### config.mk
export PLATFORM = sky130hd
export DESIGN_NAME = bta_top
export DESIGN_NICKNAME = d
export VERILOG_FILES = /design/src/include/bta_pkg.sv /design/src/hdl/bta_top.sv
export SDC_FILE = /design/constraint.sdc
export NUM_CORES = 1
export LEC_CHECK = 0
export BUFFER_PORTS_ARGS = -buffer_cell sky130_fd_sc_hd__buf_2
export CAP_MARGIN = 20
export CORE_UTILIZATION = 60
export DETAILED_ROUTE_END_ITERATION = 8
export GPL_TIMING_DRIVEN = 1
export PLACE_DENSITY_LB_ADDON = 0.3
export REMOVE_ABC_BUFFERS = 1
export SLEW_MARGIN = 10
export SYNTH_ARGS = -nofsm -noshare
export SYNTH_HDL_FRONTEND = slang
export SYNTH_SLANG_ARGS = --single-unit
### constraint.sdc
create_clock -name i_clk -period 17.7 [get_ports i_clk]
set_clock_uncertainty 0.15 [all_clocks]
set_input_delay 5.31 -clock i_clk [delete_from_list [all_inputs] [get_ports i_clk]]
set_output_delay 5.31 -clock i_clk [all_outputs]
set_load 0.005 [all_outputs]
### src/include/bta_pkg.sv
// ==========================================================
// Branch trace and space id break package
package bta_pkg;

    // ======================================================
    // Register byte offsets
    localparam logic [7:0] ADR_SRC_BASE = 8'h00;
    localparam logic [7:0] ADR_TGT_BASE = 8'h20;
    localparam logic [7:0] ADR_CTRL = 8'h40;
    localparam logic [7:0] ADR_SPACE_ID_A = 8'h44;
    localparam logic [7:0] ADR_SPACE_ID_B = 8'h48;
    localparam logic [7:0] ADR_INT_STAT = 8'h4c;
    localparam logic [7:0] ADR_INT_MASK = 8'h50;

    // ======================================================
    // Field positions and widths
    localparam int ADDR_W = 28;
    localparam int VALID_BIT = 31;
    localparam int SPACE_ID_W = 8;
    localparam int CTRL_TRACE_EN_BIT = 0;
    localparam int INT_W = 2;
    localparam int INT_RECORD_BIT = 0;
    localparam int INT_LOST_BIT = 1;

    // ======================================================
    // Values after reset
    localparam logic CTRL_TRACE_EN_RST = 1'b0;
    localparam logic [7:0] SPACE_ID_RST = 8'h00;
    localparam logic [1:0] INT_STAT_RST = 2'h0;
    localparam logic [1:0] INT_MASK_RST = 2'h0;

    // ======================================================
    // Carriers
    typedef struct packed {
        logic cyc;
        logic stb;
        logic we;
        logic [7:0] adr;
        logic [3:0] sel;
        logic [31:0] dat;
    } bta_wb_req_t;

    typedef struct packed {
        logic taken;
        logic [ADDR_W-1:0] src;
        logic [ADDR_W-1:0] dst;
    } bta_branch_t;

endpackage : bta_pkg

### src/hdl/bta_top.sv
// Decided for this implementation: the address map and the Wishbone register port.
`timescale 1ns/10ps
module bta_top #(
    parameter int QDEPTH = 8
) (
    input wire logic i_clk,
    input wire logic i_rst_n,
    input wire bta_pkg::bta_wb_req_t i_wb,
    output logic [31:0] o_wb_dat,
    output logic o_wb_ack,
    input wire bta_pkg::bta_branch_t i_branch,
    input wire logic [7:0] i_cur_asid,
    output logic o_asid_match_a,
    output logic o_asid_match_b,
    output logic o_irq
);

    // ======================================================
    // Storage
    logic [bta_pkg::ADDR_W-1:0] src_addr [QDEPTH];
    logic [bta_pkg::ADDR_W-1:0] tgt_addr [QDEPTH];
    logic [QDEPTH-1:0] src_valid;
    logic [QDEPTH-1:0] tgt_valid;
    logic trace_en;
    logic [7:0] space_id_a;
    logic [7:0] space_id_b;
    logic [bta_pkg::INT_W-1:0] int_stat;
    logic [bta_pkg::INT_W-1:0] int_mask;

    logic req;
    logic wr;
    logic rd;
    logic record;
    logic trace_clr;
    logic [QDEPTH-1:0] src_rd_hit;
    logic [QDEPTH-1:0] tgt_rd_hit;
    logic [QDEPTH-1:0] next_src_valid;
    logic [QDEPTH-1:0] next_tgt_valid;
    logic [bta_pkg::INT_W-1:0] next_int_stat;
    logic [bta_pkg::INT_W-1:0] int_event;
    logic [31:0] next_rdata;

    // ======================================================
    // Helpers
    function automatic logic [31:0] trace_word(input logic valid,
                                               input logic [bta_pkg::ADDR_W-1:0] addr);
        trace_word = {valid, 3'h0, addr};
    endfunction : trace_word

    function automatic logic [QDEPTH-1:0] queue_valid(input logic [QDEPTH-1:0] valid,
                                                      input logic [QDEPTH-1:0] rd_hit,
                                                      input logic push,
                                                      input logic clr);
        logic [QDEPTH-1:0] keep;
        keep = clr ? '0 : (valid & ~rd_hit);
        if (push) begin
            queue_valid = {keep[QDEPTH-2:0], 1'b1};
        end else begin
            queue_valid = keep;
        end
    endfunction : queue_valid

    function automatic logic in_region(input logic [7:0] adr, input logic [7:0] base);
        in_region = (adr[7:5] == base[7:5]) && (32'(adr[4:2]) < QDEPTH);
    endfunction : in_region

    // ======================================================
    // Bus decode
    assign req = i_wb.cyc & i_wb.stb & ~o_wb_ack;
    assign wr = req & i_wb.we;
    assign rd = req & ~i_wb.we;
    assign record = i_branch.taken & trace_en;
    assign trace_clr = wr && (i_wb.adr == bta_pkg::ADR_CTRL) && i_wb.sel[0]
                       && i_wb.dat[bta_pkg::CTRL_TRACE_EN_BIT];

    always_comb begin
        for (int i = 0; i < QDEPTH; i++) begin
            src_rd_hit[i] = rd && in_region(i_wb.adr, bta_pkg::ADR_SRC_BASE)
                            && (32'(i_wb.adr[4:2]) == i);
            tgt_rd_hit[i] = rd && in_region(i_wb.adr, bta_pkg::ADR_TGT_BASE)
                            && (32'(i_wb.adr[4:2]) == i);
        end
    end

    // ======================================================
    // Valid flags
    assign next_src_valid = queue_valid(src_valid, src_rd_hit, record, trace_clr);
    assign next_tgt_valid = queue_valid(tgt_valid, tgt_rd_hit, record, trace_clr);

    always_ff @(posedge i_clk or negedge i_rst_n) begin
        if (!i_rst_n) begin
            src_valid <= '0;
            tgt_valid <= '0;
        end else begin
            src_valid <= next_src_valid;
            tgt_valid <= next_tgt_valid;
        end
    end

    // ======================================================
    // Address queues, never reset
    always_ff @(posedge i_clk) begin
        if (record) begin
            src_addr[0] <= i_branch.src;
            tgt_addr[0] <= i_branch.dst;
            for (int i = 1; i < QDEPTH; i++) begin
                src_addr[i] <= src_addr[i-1];
                tgt_addr[i] <= tgt_addr[i-1];
            end
        end
    end

    // ======================================================
    // Control and space id registers
    always_ff @(posedge i_clk or negedge i_rst_n) begin
        if (!i_rst_n) begin
            trace_en <= bta_pkg::CTRL_TRACE_EN_RST;
        end else if (wr && (i_wb.adr == bta_pkg::ADR_CTRL) && i_wb.sel[0]) begin
            trace_en <= i_wb.dat[bta_pkg::CTRL_TRACE_EN_BIT];
        end
    end

    always_ff @(posedge i_clk or negedge i_rst_n) begin
        if (!i_rst_n) begin
            space_id_a <= bta_pkg::SPACE_ID_RST;
            space_id_b <= bta_pkg::SPACE_ID_RST;
        end else if (wr && i_wb.sel[0]) begin
            if (i_wb.adr == bta_pkg::ADR_SPACE_ID_A) begin
                space_id_a <= i_wb.dat[7:0];
            end
            if (i_wb.adr == bta_pkg::ADR_SPACE_ID_B) begin
                space_id_b <= i_wb.dat[7:0];
            end
        end
    end

    // ======================================================
    // Space id match terms
    always_ff @(posedge i_clk or negedge i_rst_n) begin
        if (!i_rst_n) begin
            o_asid_match_a <= 1'b0;
            o_asid_match_b <= 1'b0;
        end else begin
            o_asid_match_a <= (i_cur_asid == space_id_a);
            o_asid_match_b <= (i_cur_asid == space_id_b);
        end
    end

    // ======================================================
    // Interrupts
    always_comb begin
        int_event = '0;
        int_event[bta_pkg::INT_RECORD_BIT] = record;
        int_event[bta_pkg::INT_LOST_BIT] = record & src_valid[QDEPTH-1];
        next_int_stat = int_stat;
        if (wr && (i_wb.adr == bta_pkg::ADR_INT_STAT) && i_wb.sel[0]) begin
            next_int_stat = int_stat & ~i_wb.dat[bta_pkg::INT_W-1:0];
        end
        next_int_stat = next_int_stat | int_event;
    end

    always_ff @(posedge i_clk or negedge i_rst_n) begin
        if (!i_rst_n) begin
            int_stat <= bta_pkg::INT_STAT_RST;
            o_irq <= 1'b0;
        end else begin
            int_stat <= next_int_stat;
            o_irq <= |(next_int_stat & int_mask);
        end
    end

    always_ff @(posedge i_clk or negedge i_rst_n) begin
        if (!i_rst_n) begin
            int_mask <= bta_pkg::INT_MASK_RST;
        end else if (wr && (i_wb.adr == bta_pkg::ADR_INT_MASK) && i_wb.sel[0]) begin
            int_mask <= i_wb.dat[bta_pkg::INT_W-1:0];
        end
    end

    // ======================================================
    // Read data and acknowledge
    always_comb begin
        next_rdata = 32'h0;
        if (in_region(i_wb.adr, bta_pkg::ADR_SRC_BASE)) begin
            next_rdata = trace_word(src_valid[i_wb.adr[4:2]], src_addr[i_wb.adr[4:2]]);
        end else if (in_region(i_wb.adr, bta_pkg::ADR_TGT_BASE)) begin
            next_rdata = trace_word(tgt_valid[i_wb.adr[4:2]], tgt_addr[i_wb.adr[4:2]]);
        end else begin
            case (i_wb.adr)
                bta_pkg::ADR_CTRL: next_rdata[bta_pkg::CTRL_TRACE_EN_BIT] = trace_en;
                bta_pkg::ADR_SPACE_ID_A: next_rdata[7:0] = space_id_a;
                bta_pkg::ADR_SPACE_ID_B: next_rdata[7:0] = space_id_b;
                bta_pkg::ADR_INT_STAT: next_rdata[bta_pkg::INT_W-1:0] = int_stat;
                bta_pkg::ADR_INT_MASK: next_rdata[bta_pkg::INT_W-1:0] = int_mask;
                default: next_rdata = 32'h0;
            endcase
        end
    end

    always_ff @(posedge i_clk or negedge i_rst_n) begin
        if (!i_rst_n) begin
            o_wb_ack <= 1'b0;
            o_wb_dat <= 32'h0;
        end else begin
            o_wb_ack <= req;
            o_wb_dat <= rd ? next_rdata : 32'h0;
        end
    end
endmodule : bta_top

# == Word level (Yosys, flattened, before mapping) ==
# Memory sizes are Yosys's and may differ from the RTL's.
# Cells that the tools add are included.
# classes
n_eq_ne,15
bitwise_logic,16
magnitude_cmp,1
reduce_logical,31
n_mux,17
# op_table
cell,n
$mux W32,3
$eq A8 B7 Y1 const B,5
$mux W8,4
$logic_and A1 B1 Y1,26
$and A8 B8 Y8,2
$eq A8 B8 Y1,2
$not A8 Y8,2
$eq A3 B3 Y1 const B,4
$pmux W6 S2,1
$and A1 B1 Y1,6
$bmux W1 S3,2
$eq A3 B1 Y1 const B,2
$eq A3 B2 Y1 const B,2
$logic_not A3 Y1,2
$pmux W1 S5,1
$and A2 B2 Y2,2
$lt A3 B4 Y1 const B,1
$mux W1,4
$pmux W1 S4,1
$reduce_and A2 Y1,2
$mux W2,1
$not A1 Y1,2
$not A2 Y2,1
$or A2 B2 Y2,1
$reduce_or A2 Y1,1
# totals
word_cells,94
regBits,73
n_memories,2
ramBits,448
inputBits,114
output_inout_bits,36
# mem_list
name,words,width,rd,rd_clocked_by_memory_dff,write_ports,line_no,text
src_addr,8,28,8,0,8,bta_top.sv:20,logic [bta_pkg::ADDR_W-1:0] src_addr [QDEPTH];
tgt_addr,8,28,8,0,8,bta_top.sv:21,logic [bta_pkg::ADDR_W-1:0] tgt_addr [QDEPTH];

# == Longest topological paths before layout ==
# Gate-level depths: netlist of run 1.
# logic_depth
ltp_word,9
mapped_depth,9

# == Worst setup path after synthesis of run 1 ==
# No wires, ideal clock.
# synth_timing
kind,input to register
start,in i_branch[56] in the netlist's numbering
end,"mem src_addr[0][0] in the netlist's numbering, enable pin"
n_path_buf,2
arrival_time_ps,18072
required_time_ps,16562
path_slack_ps,-1510
setup_ps,988
stages,4
path_cell_list,nand2_1 -> inv_1 -> clkbuf_1 -> clkbuf_1
# synth_rtl
element,line_no,text
from (decl),bta_top.sv:11,"input wire bta_pkg::bta_branch_t i_branch,"
to (decl),bta_top.sv:20,

==> results of run 1 <==
## flip-flops by register name (all words and copies together), names as in the netlist, 2 cells and up
| register | cells |
|---|---|
| src_addr | 224 |
| tgt_valid | 8 |
| o_wb_dat | 29 |
| space_id_b | 8 |
| space_id_a | 8 |
| int_mask | 2 |
| int_stat | 2 |
| src_valid | 8 |
| tgt_addr | 224 |
## synthesized netlist by cell type, types with 12 or more instances
master | count | area [um2]
clkbuf_1 | 33 | 123.9
buf_2 | 16 | 80.08
mux2_2 | 20 | 225.2
a21oi_1 | 23 | 115.1
nor2b_1 | 12 | 75.07
xnor2_1 | 16 | 140.1
edfxtp_1 | 448 | 13450
nand3_1 | 35 | 175.2
a221oi_1 | 20 | 175.2
mux4_2 | 116 | 2613
a22o_1 | 26 | 227.7
dfrtp_1 | 70 | 1752
nand4_1 | 17 | 106.4
nor2_1 | 26 | 97.59
## through the flow
step	worst slack, ns	instance area (um2)
floorplan	1.978	19660
global placement	8.513	20950
detailed placement	8.362	20950
CTS	9.003	22620
global route	9.521	22640
finish	9.656	22640
## worst max-delay path by stage
stage | start | endpoint | slack (ns)
2_1_floorplan | i_branch[56] | int_stat[1] | 1.98
3_3_place_gp | i_branch[56] | src_addr[0][14] | 8.51
3_5_place_dp | i_branch[56] | src_addr[2][21] | 8.36
4_1_cts | i_branch[56] | src_addr[2][21] | 9.00
5_1_grt | i_branch[56] | src_addr[7][21] | 9.52
6_report | i_branch[56] | src_addr[5][21] | 9.66
## worst reg2reg max path: stages (launching register included)
cell and delay, ns:
dfrtp_1 0.38, nand2_1 0.47, inv_8 0.44, buf_4 0.82, buf_4 0.95
## layout by cell type, fill, tap and decap left out, drive strengths merged, types with 18 or more instances in the layout
| cell | netlist | routed |
|---|---|---|
| edfxtp | 448 | 448 |
| buf | 28 | 134 |
| mux4 | 116 | 116 |
| dfrtp | 70 | 70 |
| clkbuf | 33 | 70 |
| nand3 | 35 | 35 |
| a22o | 26 | 26 |
| nor2 | 26 | 26 |
| a21oi | 23 | 23 |
| a221oi | 20 | 20 |
| mux2 | 20 | 20 |
| clkinv | 0 | 18 |
## routing by layer
| layer | wire length, um | up-vias | part of all wire [%] | track usage (%) |
|---|---|---|---|---|
| li1 | - | 4250 | - | - |
| met1 | 16290 | 5213 | 44 | 34.69 |
| met2 | 17230 | 437 | 47 | 32.63 |
| met3 | 2581 | 71 | 7.0 | 4.070 |
| met4 | 786 | 0 | 2.1 | 7.133 |
| met5 | 0 | - | 0 | 0 |
## kinds of logic after synthesis
kind of cell | synth area share [%]
simple gates | 3.167
flops | 76.22
mux | 14.58
buf+inv | 1.530
xor+xnor | 0.7024
compound gates | 3.788
other cells | 0.01880
## power by group
part | internal, mW | switching, mW
Sequential | 1.32 | 0.00211
Clock | 0.618 | 0.448
Combinational | 0.0416 | 0.0478
## layout make-up
| cell class | count | area, um2 |
|---|---|---|
| sequential | 518 | 15200 |
| fill | 2008 | 9976 |
| multi-input combinational | 378 | 4461 |
| clock buffer | 70 | 1408 |
| timing repair buffer | 134 | 743.2 |
| tap | 442 | 553.0 |
| clock inverter | 25 | 259.0 |
| inverter | 2 | 15.01 |
==> results.yml, run 1 <==
outcome:
  status: "finished clean"
power:
  powerDensity_mw_per_mm2: 109.2
  leakage_nw: 7.742
  vdd_drop_max_uv: 81.18
  finalPower_mw: 2.473
setup_path:
  ff2ff_path_depth: 4
  slowest_delay_ns: 0.93
  cpLargestDelayFamily: "buffers and inverters"
  worstPathCellList: "buf_2, nand2_1, inv_8, buf_4, buf_4"
  cp_max_fo: 85
  cp.arrival_ns: 8.08
  crit_type: "input pin to flop"
  startpoint_type: "input pin"
  worst_ep_required_time_ns: 17.73
  path_common_cell: "buf_4"
  r2r-end: "src_addr[5][21]"
  path_buf_inv: 4
  r2r_setup_slack_ns: 14.08
  r2r-start: "trace_en"
  worst-path-stages: 5
  end_kind: "flop"
  worst_path_max_delay_cell: "buf_4"
logic_synthesis:
  synth-async-reset-ratio_pct: 13.51
  yosysWarnings: 0
  synthFlopType: "edfxtp_1"
  synth-seq-cells: 518
  synth-edff-count: 448
  synthesis.instances: 957
  yosysUniqueCellTypes: 40
  synth_area_mm2: 0.01995
  syn_avg_cell_area_um2: 20.85
  ys_seq_area_share_pct: 76.22
clock_network:
  clk_latency_ns: 0.58
  cts.sinks: 518
  cts.path.max_buffers: 3
  cts_buffers: 51
  cts_resized: 0
  path_clk_slew_ns: 0.06
  post_cts_buffers: 0
  cts_tree: "yes"
  cts-root-buf: "clkbuf_16"
  cts_htree_levels: 2
  cts_hold_repair.buffers: 0
global_routing:
  grt_max_degree: 162
  grt_pass1_vias: 9871
  grt_overflow: 0
  gr-usage-all-layers_pct: 22.34
  grt_pass1_wl_um: 57060
  antenna_found_initial: 0
timing:
  min_period_ns: 8.044
  period_share_pct: 45.45
  rsz0062_at_grt: "false"
  maxSlewHeadroom_pct: 27.32
  finalSetupViolations: 0
  finalSetupTns_ns: 0
  worst_pin_slew_ns: 1.088
  hold_ws_ns: 0.2849
  finalMaxSlewViolations: 0
  max_freq_ghz: 0.1243
  hold_viol: 0
worst_hold_path:
  holdCritPathClass: "flop to flop"
  min_to: "src_addr[5][1]"
  min_path_cells: 0
  hold_start: "src_addr[4][1]"
placement:
  place.gp.congestion: 0.8201
  dp.cells: 1473
  io_buffers: 119
  dp_hpwl_um: 20610
run:
  drv_cap: 0
die:
  placementRows: 66
  initial_core_util_pct: 61.16
  die_x_um: 184.3
  die_area_mm2: 0.03398
  coreArea_mm2: 0.03262
  io_pins: 150
  die_h_um: 184.3
cells_and_area:
  area_growth_pct: 13.50
  fin_nets: 1199
  drive_above_1_share_pct: 31.77
  final_cells: 1569
  finish.utilization_pct: 69.42
  diodes: 0
routing:
  vias: 9971
  drc: 0
  drt_iter0_markers: 1208
  wl_per_cell_um: 23.51
  drtPass1Iterations: 5
  via_per_inst: 6.355
  wirelength_um: 36890
  ant_nets: 0
Note: power is estimated with default switching activity, not from simulation.
==> inputs of run 2 (changes only) <==
ABC_AREA = 1   (was unset)
clock period = 8.45 ns   (was 17.7 ns; I/O delays follow)
==> run 2 against run 1 <==
- worst hold slack improved by 0.0032 ns
- routed wire length increased by 18%
- final cell count increased by 35%
- via count increased by 27%
==> results.yml, run 2 <==
logic_synthesis:
  synthesis.instances: 1528
  synth-seq-cells: 518
  synth.area.top_cells: "edfxtp_1 67%, dfrtp_1 8.7%, nand2_1 5.5%"
  syn_avg_cell_area_um2: 13.20
  synth_top_area_share_pct: 66.72
  synth_commonest_cells: "448 x edfxtp_1, 296 x nand2_1, 202 x nor2_1"
  synth-async-reset-ratio_pct: 13.51
  synth_area_mm2: 0.02016
  yosysUniqueCellTypes: 41
  yosysWarnings: 0
  synthFlopType: "edfxtp_1"
  synth_top_cell_by_area: "edfxtp_1"
  ys_seq_area_share_pct: 75.40
  synth-edff-count: 448
  synth_most_common_cell: "edfxtp_1"
placement:
  place.gp.congestion: 0.8357
  dp.cells: 2024
  dp_hpwl_um: 23450
  io_buffers: 119
timing:
  maxSlewHeadroom_pct: 27.13
  hold_ws_ns: 0.2881
  worst_pin_slew_ns: 1.093
  finalSetupTns_ns: 0
  max_freq_ghz: 0.2094
  min_period_ns: 4.775
  period_share_pct: 56.50
  finalSetupViolations: 0
  finalMaxSlewViolations: 0
  hold_viol: 0
  rsz0062_at_grt: "false"
setup_path:
  end_kind: "flop"
  cp_max_fo: 49
  cp.arrival_ns: 5.10
  worst_ep_required_time_ns: 8.78
  worst_path_max_delay_cell: "inv_2"
  path_common_cell: "nand2_1"
  worstPathCellList: "buf_2, buf_4, nand2_2, inv_2, nand2_1, nand4_1, nand2_1, nand2_1, nor2_1, nor2_1"
  crit_type: "input pin to flop"
  slowest_delay_ns: 0.79
  r2r_setup_slack_ns: 5.49
  startpoint_type: "input pin"
routing:
  drt_iter0_markers: 1453
  ant_nets: 0
  vias: 12660
  via_per_inst: 5.965
  drtPass1Iterations: 6
  wl_per_cell_um: 20.44
  drc: 0
  wirelength_um: 43380
die:
  placementRows: 66
  die_area_mm2: 0.03434
  coreArea_mm2: 0.03278
  io_pins: 150
  initial_core_util_pct: 61.51
  die_x_um: 185.3
  die_h_um: 185.3
power:
  vdd_drop_max_uv: 191.8
  cell_internal_pwr_mw: 4.046
  leakage_nw: 8.076
  comb_power_share_pct: 4.1
  clockPowerShare_pct: 42.1
  powerDensity_mw_per_mm2: 226.9
  swShare_pct: 21.12
  seqPwrFrac_pct: 53.8
  p_sw_mw: 1.083
  finalPower_mw: 5.129
cells_and_area:
  final_common_cell: "edfxtp_1"
  area_growth_pct: 12.13
  seqCellArea_mm2: 0.01520
  multi_input_area_mm2: 0.004397
  fillers: 2267
  final_cells: 2122
  drive_above_1_share_pct: 14.57
  fin_nets: 1749
  final_cell_mix: "448 x edfxtp_1, 296 x nand2_1, 199 x nor2_1"
  top_regs: "src_addr x224, tgt_addr x224, o_wb_dat x29"
global_routing:
  gr-usage-all-layers_pct: 25.83
  antenna_found_initial: 5
  grt_max_degree: 161
  grt_overflow: 0
  grt_pass1_wl_um: 67110
  grt_pass1_vias: 12310
outcome:
  status: "finished clean"
clock_network:
  cts.path.max_buffers: 3
  cts_tree: "yes"
  cts-root-buf: "clkbuf_16"
  clk_latency_ns: 0.59
  cts.sinks: 518
  cts_hold_repair.buffers: 0
  cts_resized: 0
  post_cts_buffers: 0
  path_clk_slew_ns: 0.06
  cts_buffers: 50
  cts_htree_levels: 2
run:
  drv_cap: 0
worst_hold_path:
  holdCritPathClass: "flop to flop"
==> run 2: changes by cell type after synthesis, sizes merged, moves of 23 or more <==
| cell | delta |
|---|---|
| nand3 | +71 |
| a22o | -26 |
| nor2 | +179 |
| buf | +32 |
| o21ai | +78 |
| mux4 | -116 |
| o22ai | +52 |
| nand2 | +291 |
| inv | +30 |
| nand4 | +23 |
==> run 2: power by group through the flow <==
stage          Sequential [mW]  Combinational [mW]  Clock, mW
2_1_floorplan             2.82               0.107          0
3_3_place_gp              2.81               0.202          0
3_5_place_dp              2.81               0.207          0
4_1_cts                   2.76               0.209       2.19
5_1_grt                   2.76               0.229       2.29
6_report                  2.76               0.210       2.16
==> run 2: final cells by class <==
type | instances | share of cell area, %
inverter | 34 | 0.6198
sequential | 518 | 67.25
clock inverter | 23 | 0.9131
timing repair buffer | 131 | 3.243
tap | 442 | 2.446
clock buffer | 69 | 6.032
antenna | 5 | 0.05534
multi-input combinational | 900 | 19.45
==> run 2: logic make-up (layout without fill, tap and decap cells) <==
logic type	count (synthesis)	after routing	share of synthesized area, %
other	1	8	0.01860
xor gates and xnor gates	12	12	0.5212
DFF	518	518	75.40
AOI/OAI and AO/OA	185	185	5.547
buffers and inverters	112	257	2.941
muxes	12	12	0.5957
and+or+nand+nor	688	688	14.97
==> run 2: worst max-delay path: cells and delay by family <==
kind / cells / cell delay, ns
buffers and inverters: 3 / 1.67
and+or+nand+nor: 7 / 0.85
==> run 2: path summary, 6_finish.rpt <==
kind | end | depth (start not counted) | from
setup / recovery | o_wb_dat[10] | 10 | i_wb[38]
hold / removal | src_addr[7][27] | 0 | src_addr[6][27]
setup reg to reg | tgt_addr[4][12] | 3 | trace_en
hold reg to reg | src_addr[7][27] | 0 | src_addr[6][27]
max in group asynchronous | tgt_valid[7] | 2 | i_rst_n
min in group asynchronous | o_wb_dat[6] | 1 | i_rst_n
==> run 2: layer usage <==
metal | track usage, % | share of wire (%)
met5 | 0 | 0
met4 | 10.38 | 3.2
met3 | 4.837 | 7.8
met2 | 41.02 | 48
met1 | 35.53 | 41
==> run 2: per-stage QoR <==
step | area (um2) | worst slack (ns) | utilization [%]
2_1_floorplan | 19710 | -4.314 | -
3_3_place_gp | 21000 | 3.170 | 64.06
3_5_place_dp | 21000 | 3.117 | 64.06
4_1_cts | 22570 | 3.726 | 68.85
5_1_grt | 22610 | 3.549 | 68.97
6_report | 22610 | 3.675 | 68.97
==> inputs of run 3 (changes only) <==
CORE_UTILIZATION = 54   (was 60)
clock period = 4.2 ns   (was 8.45 ns; I/O delays follow)
==> run 3 against run 2 <==
- utilization down 6.5 points
- flip-flop and latch count unchanged
- critical path depth decreased by 1
- final area grew 1.4%
- register-to-register slack got worse by 3.5 ns
- via count fell by 0.67%
- first-iteration DRC count is 15% lower
- routed wire length rose by 1.6%
- global-route usage shrank 2.4 points
- final cell count grew 2.2%
- worst hold slack gained 0.0029 ns
- count of clock-buffer cells in the layout grew 12
==> results.yml, run 3 (same netlist as run 2, synthesis figures left out) <==
cells_and_area:
  fillers: 2693
  fin_nets: 1772
  stdcell_area_mm2: 0.02293
  area_growth_pct: 13.71
  top_regs: "src_addr x224, tgt_addr x224, o_wb_dat x29"
  final_common_cell: "edfxtp_1"
  final_cell_mix: "448 x edfxtp_1, 296 x nand2_1, 199 x nor2_1"
  drive_above_1_share_pct: 15.61
clock_network:
  clk_latency_ns: 0.56
  cts_hold_repair.buffers: 0
  cts-root-buf: "clkbuf_16"
  cts_tree: "yes"
  cts_htree_levels: 2
  post_cts_buffers: 0
  cts.sinks: 518
  cts_resized: 0
  path_clk_slew_ns: 0.06
  cts_buffers: 50
  cts.path.max_buffers: 3
routing:
  wirelength_um: 44060
  vias: 12570
  drtPass1Iterations: 5
  ant_nets: 0
  drc: 0
  via_per_inst: 5.797
  drt_iter0_markers: 1237
  wl_per_cell_um: 20.31
timing:
  rsz0062_at_grt: "false"
  finalSetupViolations: 0
  min_period_ns: 2.764
  worst_pin_slew_ns: 0.6291
  finalSetupTns_ns: 0
  max_freq_ghz: 0.3618
  hold_viol: 0
  maxSlewHeadroom_pct: 57.83
  period_share_pct: 65.82
  finalMaxSlewViolations: 0
worst_hold_path:
  hold_start: "src_addr[3][26]"
  holdCritPathClass: "flop to flop"
die:
  placementRows: 70
  io_pins: 150
  coreArea_mm2: 0.03670
  initial_core_util_pct: 54.95
  die_area_mm2: 0.03812
  die_x_um: 195.2
  die_h_um: 195.2
power:
  leakage_nw: 8.222
  vdd_drop_max_uv: 313.6
  finalPower_mw: 10.38
  powerDensity_mw_per_mm2: 452.7
setup_path:
  r2r-start: "trace_en"
  worst_ep_required_time_ns: 4.47
  cp.arrival_ns: 3.04
  startpoint_type: "input pin"
  cp_max_fo: 37
  crit_type: "input pin to flop"
  end_kind: "flop"
  critPathLaunch: "i_wb[39]"
global_routing:
  grt_pass1_vias: 12440
  gr-usage-all-layers_pct: 23.45
  grt_max_degree: 85
  grt_pass1_wl_um: 69210
  antenna_found_initial: 3
  grt_overflow: 0
placement:
  io_buffers: 119
  placed_cell_area_mm2: 0.02129
  place.gp.congestion: 0.8646
  dp_hpwl_um: 26060
outcome:
  status: "finished clean"
run:
  drv_cap: 0
[run 3: area by class of cell]
cell class | instances | area [um2] | share of cell area, %
flip-flops and latches | 518 | 15200 | 66.31
multi-input cells | 900 | 4397 | 19.18
clock buffers | 81 | 1490 | 6.499
repair buffers | 154 | 993.5 | 4.333
well taps | 468 | 585.6 | 2.554
inverters | 34 | 140.1 | 0.6112
clock inverters | 11 | 110.1 | 0.4802
diodes | 3 | 7.507 | 0.03274
[run 3: path summary, 6_finish.rpt]
path,endpoint,slack [ns],cells after the start
setup / recovery,space_id_a[7],1.44,9
hold / removal,src_addr[4][26],0.29,0
setup reg to reg,src_addr[0][15],2.03,3
hold reg to reg,src_addr[4][26],0.29,0
max in group asynchronous,o_wb_dat[10],2.77,2
min in group asynchronous,o_wb_dat[2],0.51,1
[run 3: per-layer routing]
| metal | global-route usage (%) | share of wire [%] | up-vias |
|---|---|---|---|
| met1 | 32.58 | 42 | 6248 |
| met3 | 3.558 | 6.1 | 75 |
| met5 | 0 | 0 | - |
| li1 | - | - | 5787 |
| met4 | 8.195 | 2.7 | 0 |
| met2 | 38.07 | 49 | 463 |
[run 3: stage by stage]
step	worst slack, ns	hold WS [ns]	instances	util (%)
6_report	1.436	0.2910	2169	62.48
5_1_grt	1.325	0.2985	2169	62.48
4_1_cts	1.492	0.2926	2165	62.38
3_5_place_dp	0.9131	0.2811	2073	58.02
3_3_place_gp	0.9305	0.2731	2073	58.02
2_1_floorplan	-7.289	0.2679	1452	-
[run 3: worst max-delay path, stage by stage]
cell and delay [ns]:
buf_2 0.19, inv_4 0.24, nand2_4 0.36, nor2_1 0.26, nand2_1 0.11, inv_2 0.14
nand2_2 0.22, nand2_1 0.14, o21ai_0 0.10
[run 3: report_power, final]
group	internal [mW]	total (mW)	switching (mW)
Clock	2.55	4.38	1.84
Combinational	0.144	0.443	0.299
Sequential	5.55	5.56	0.00852
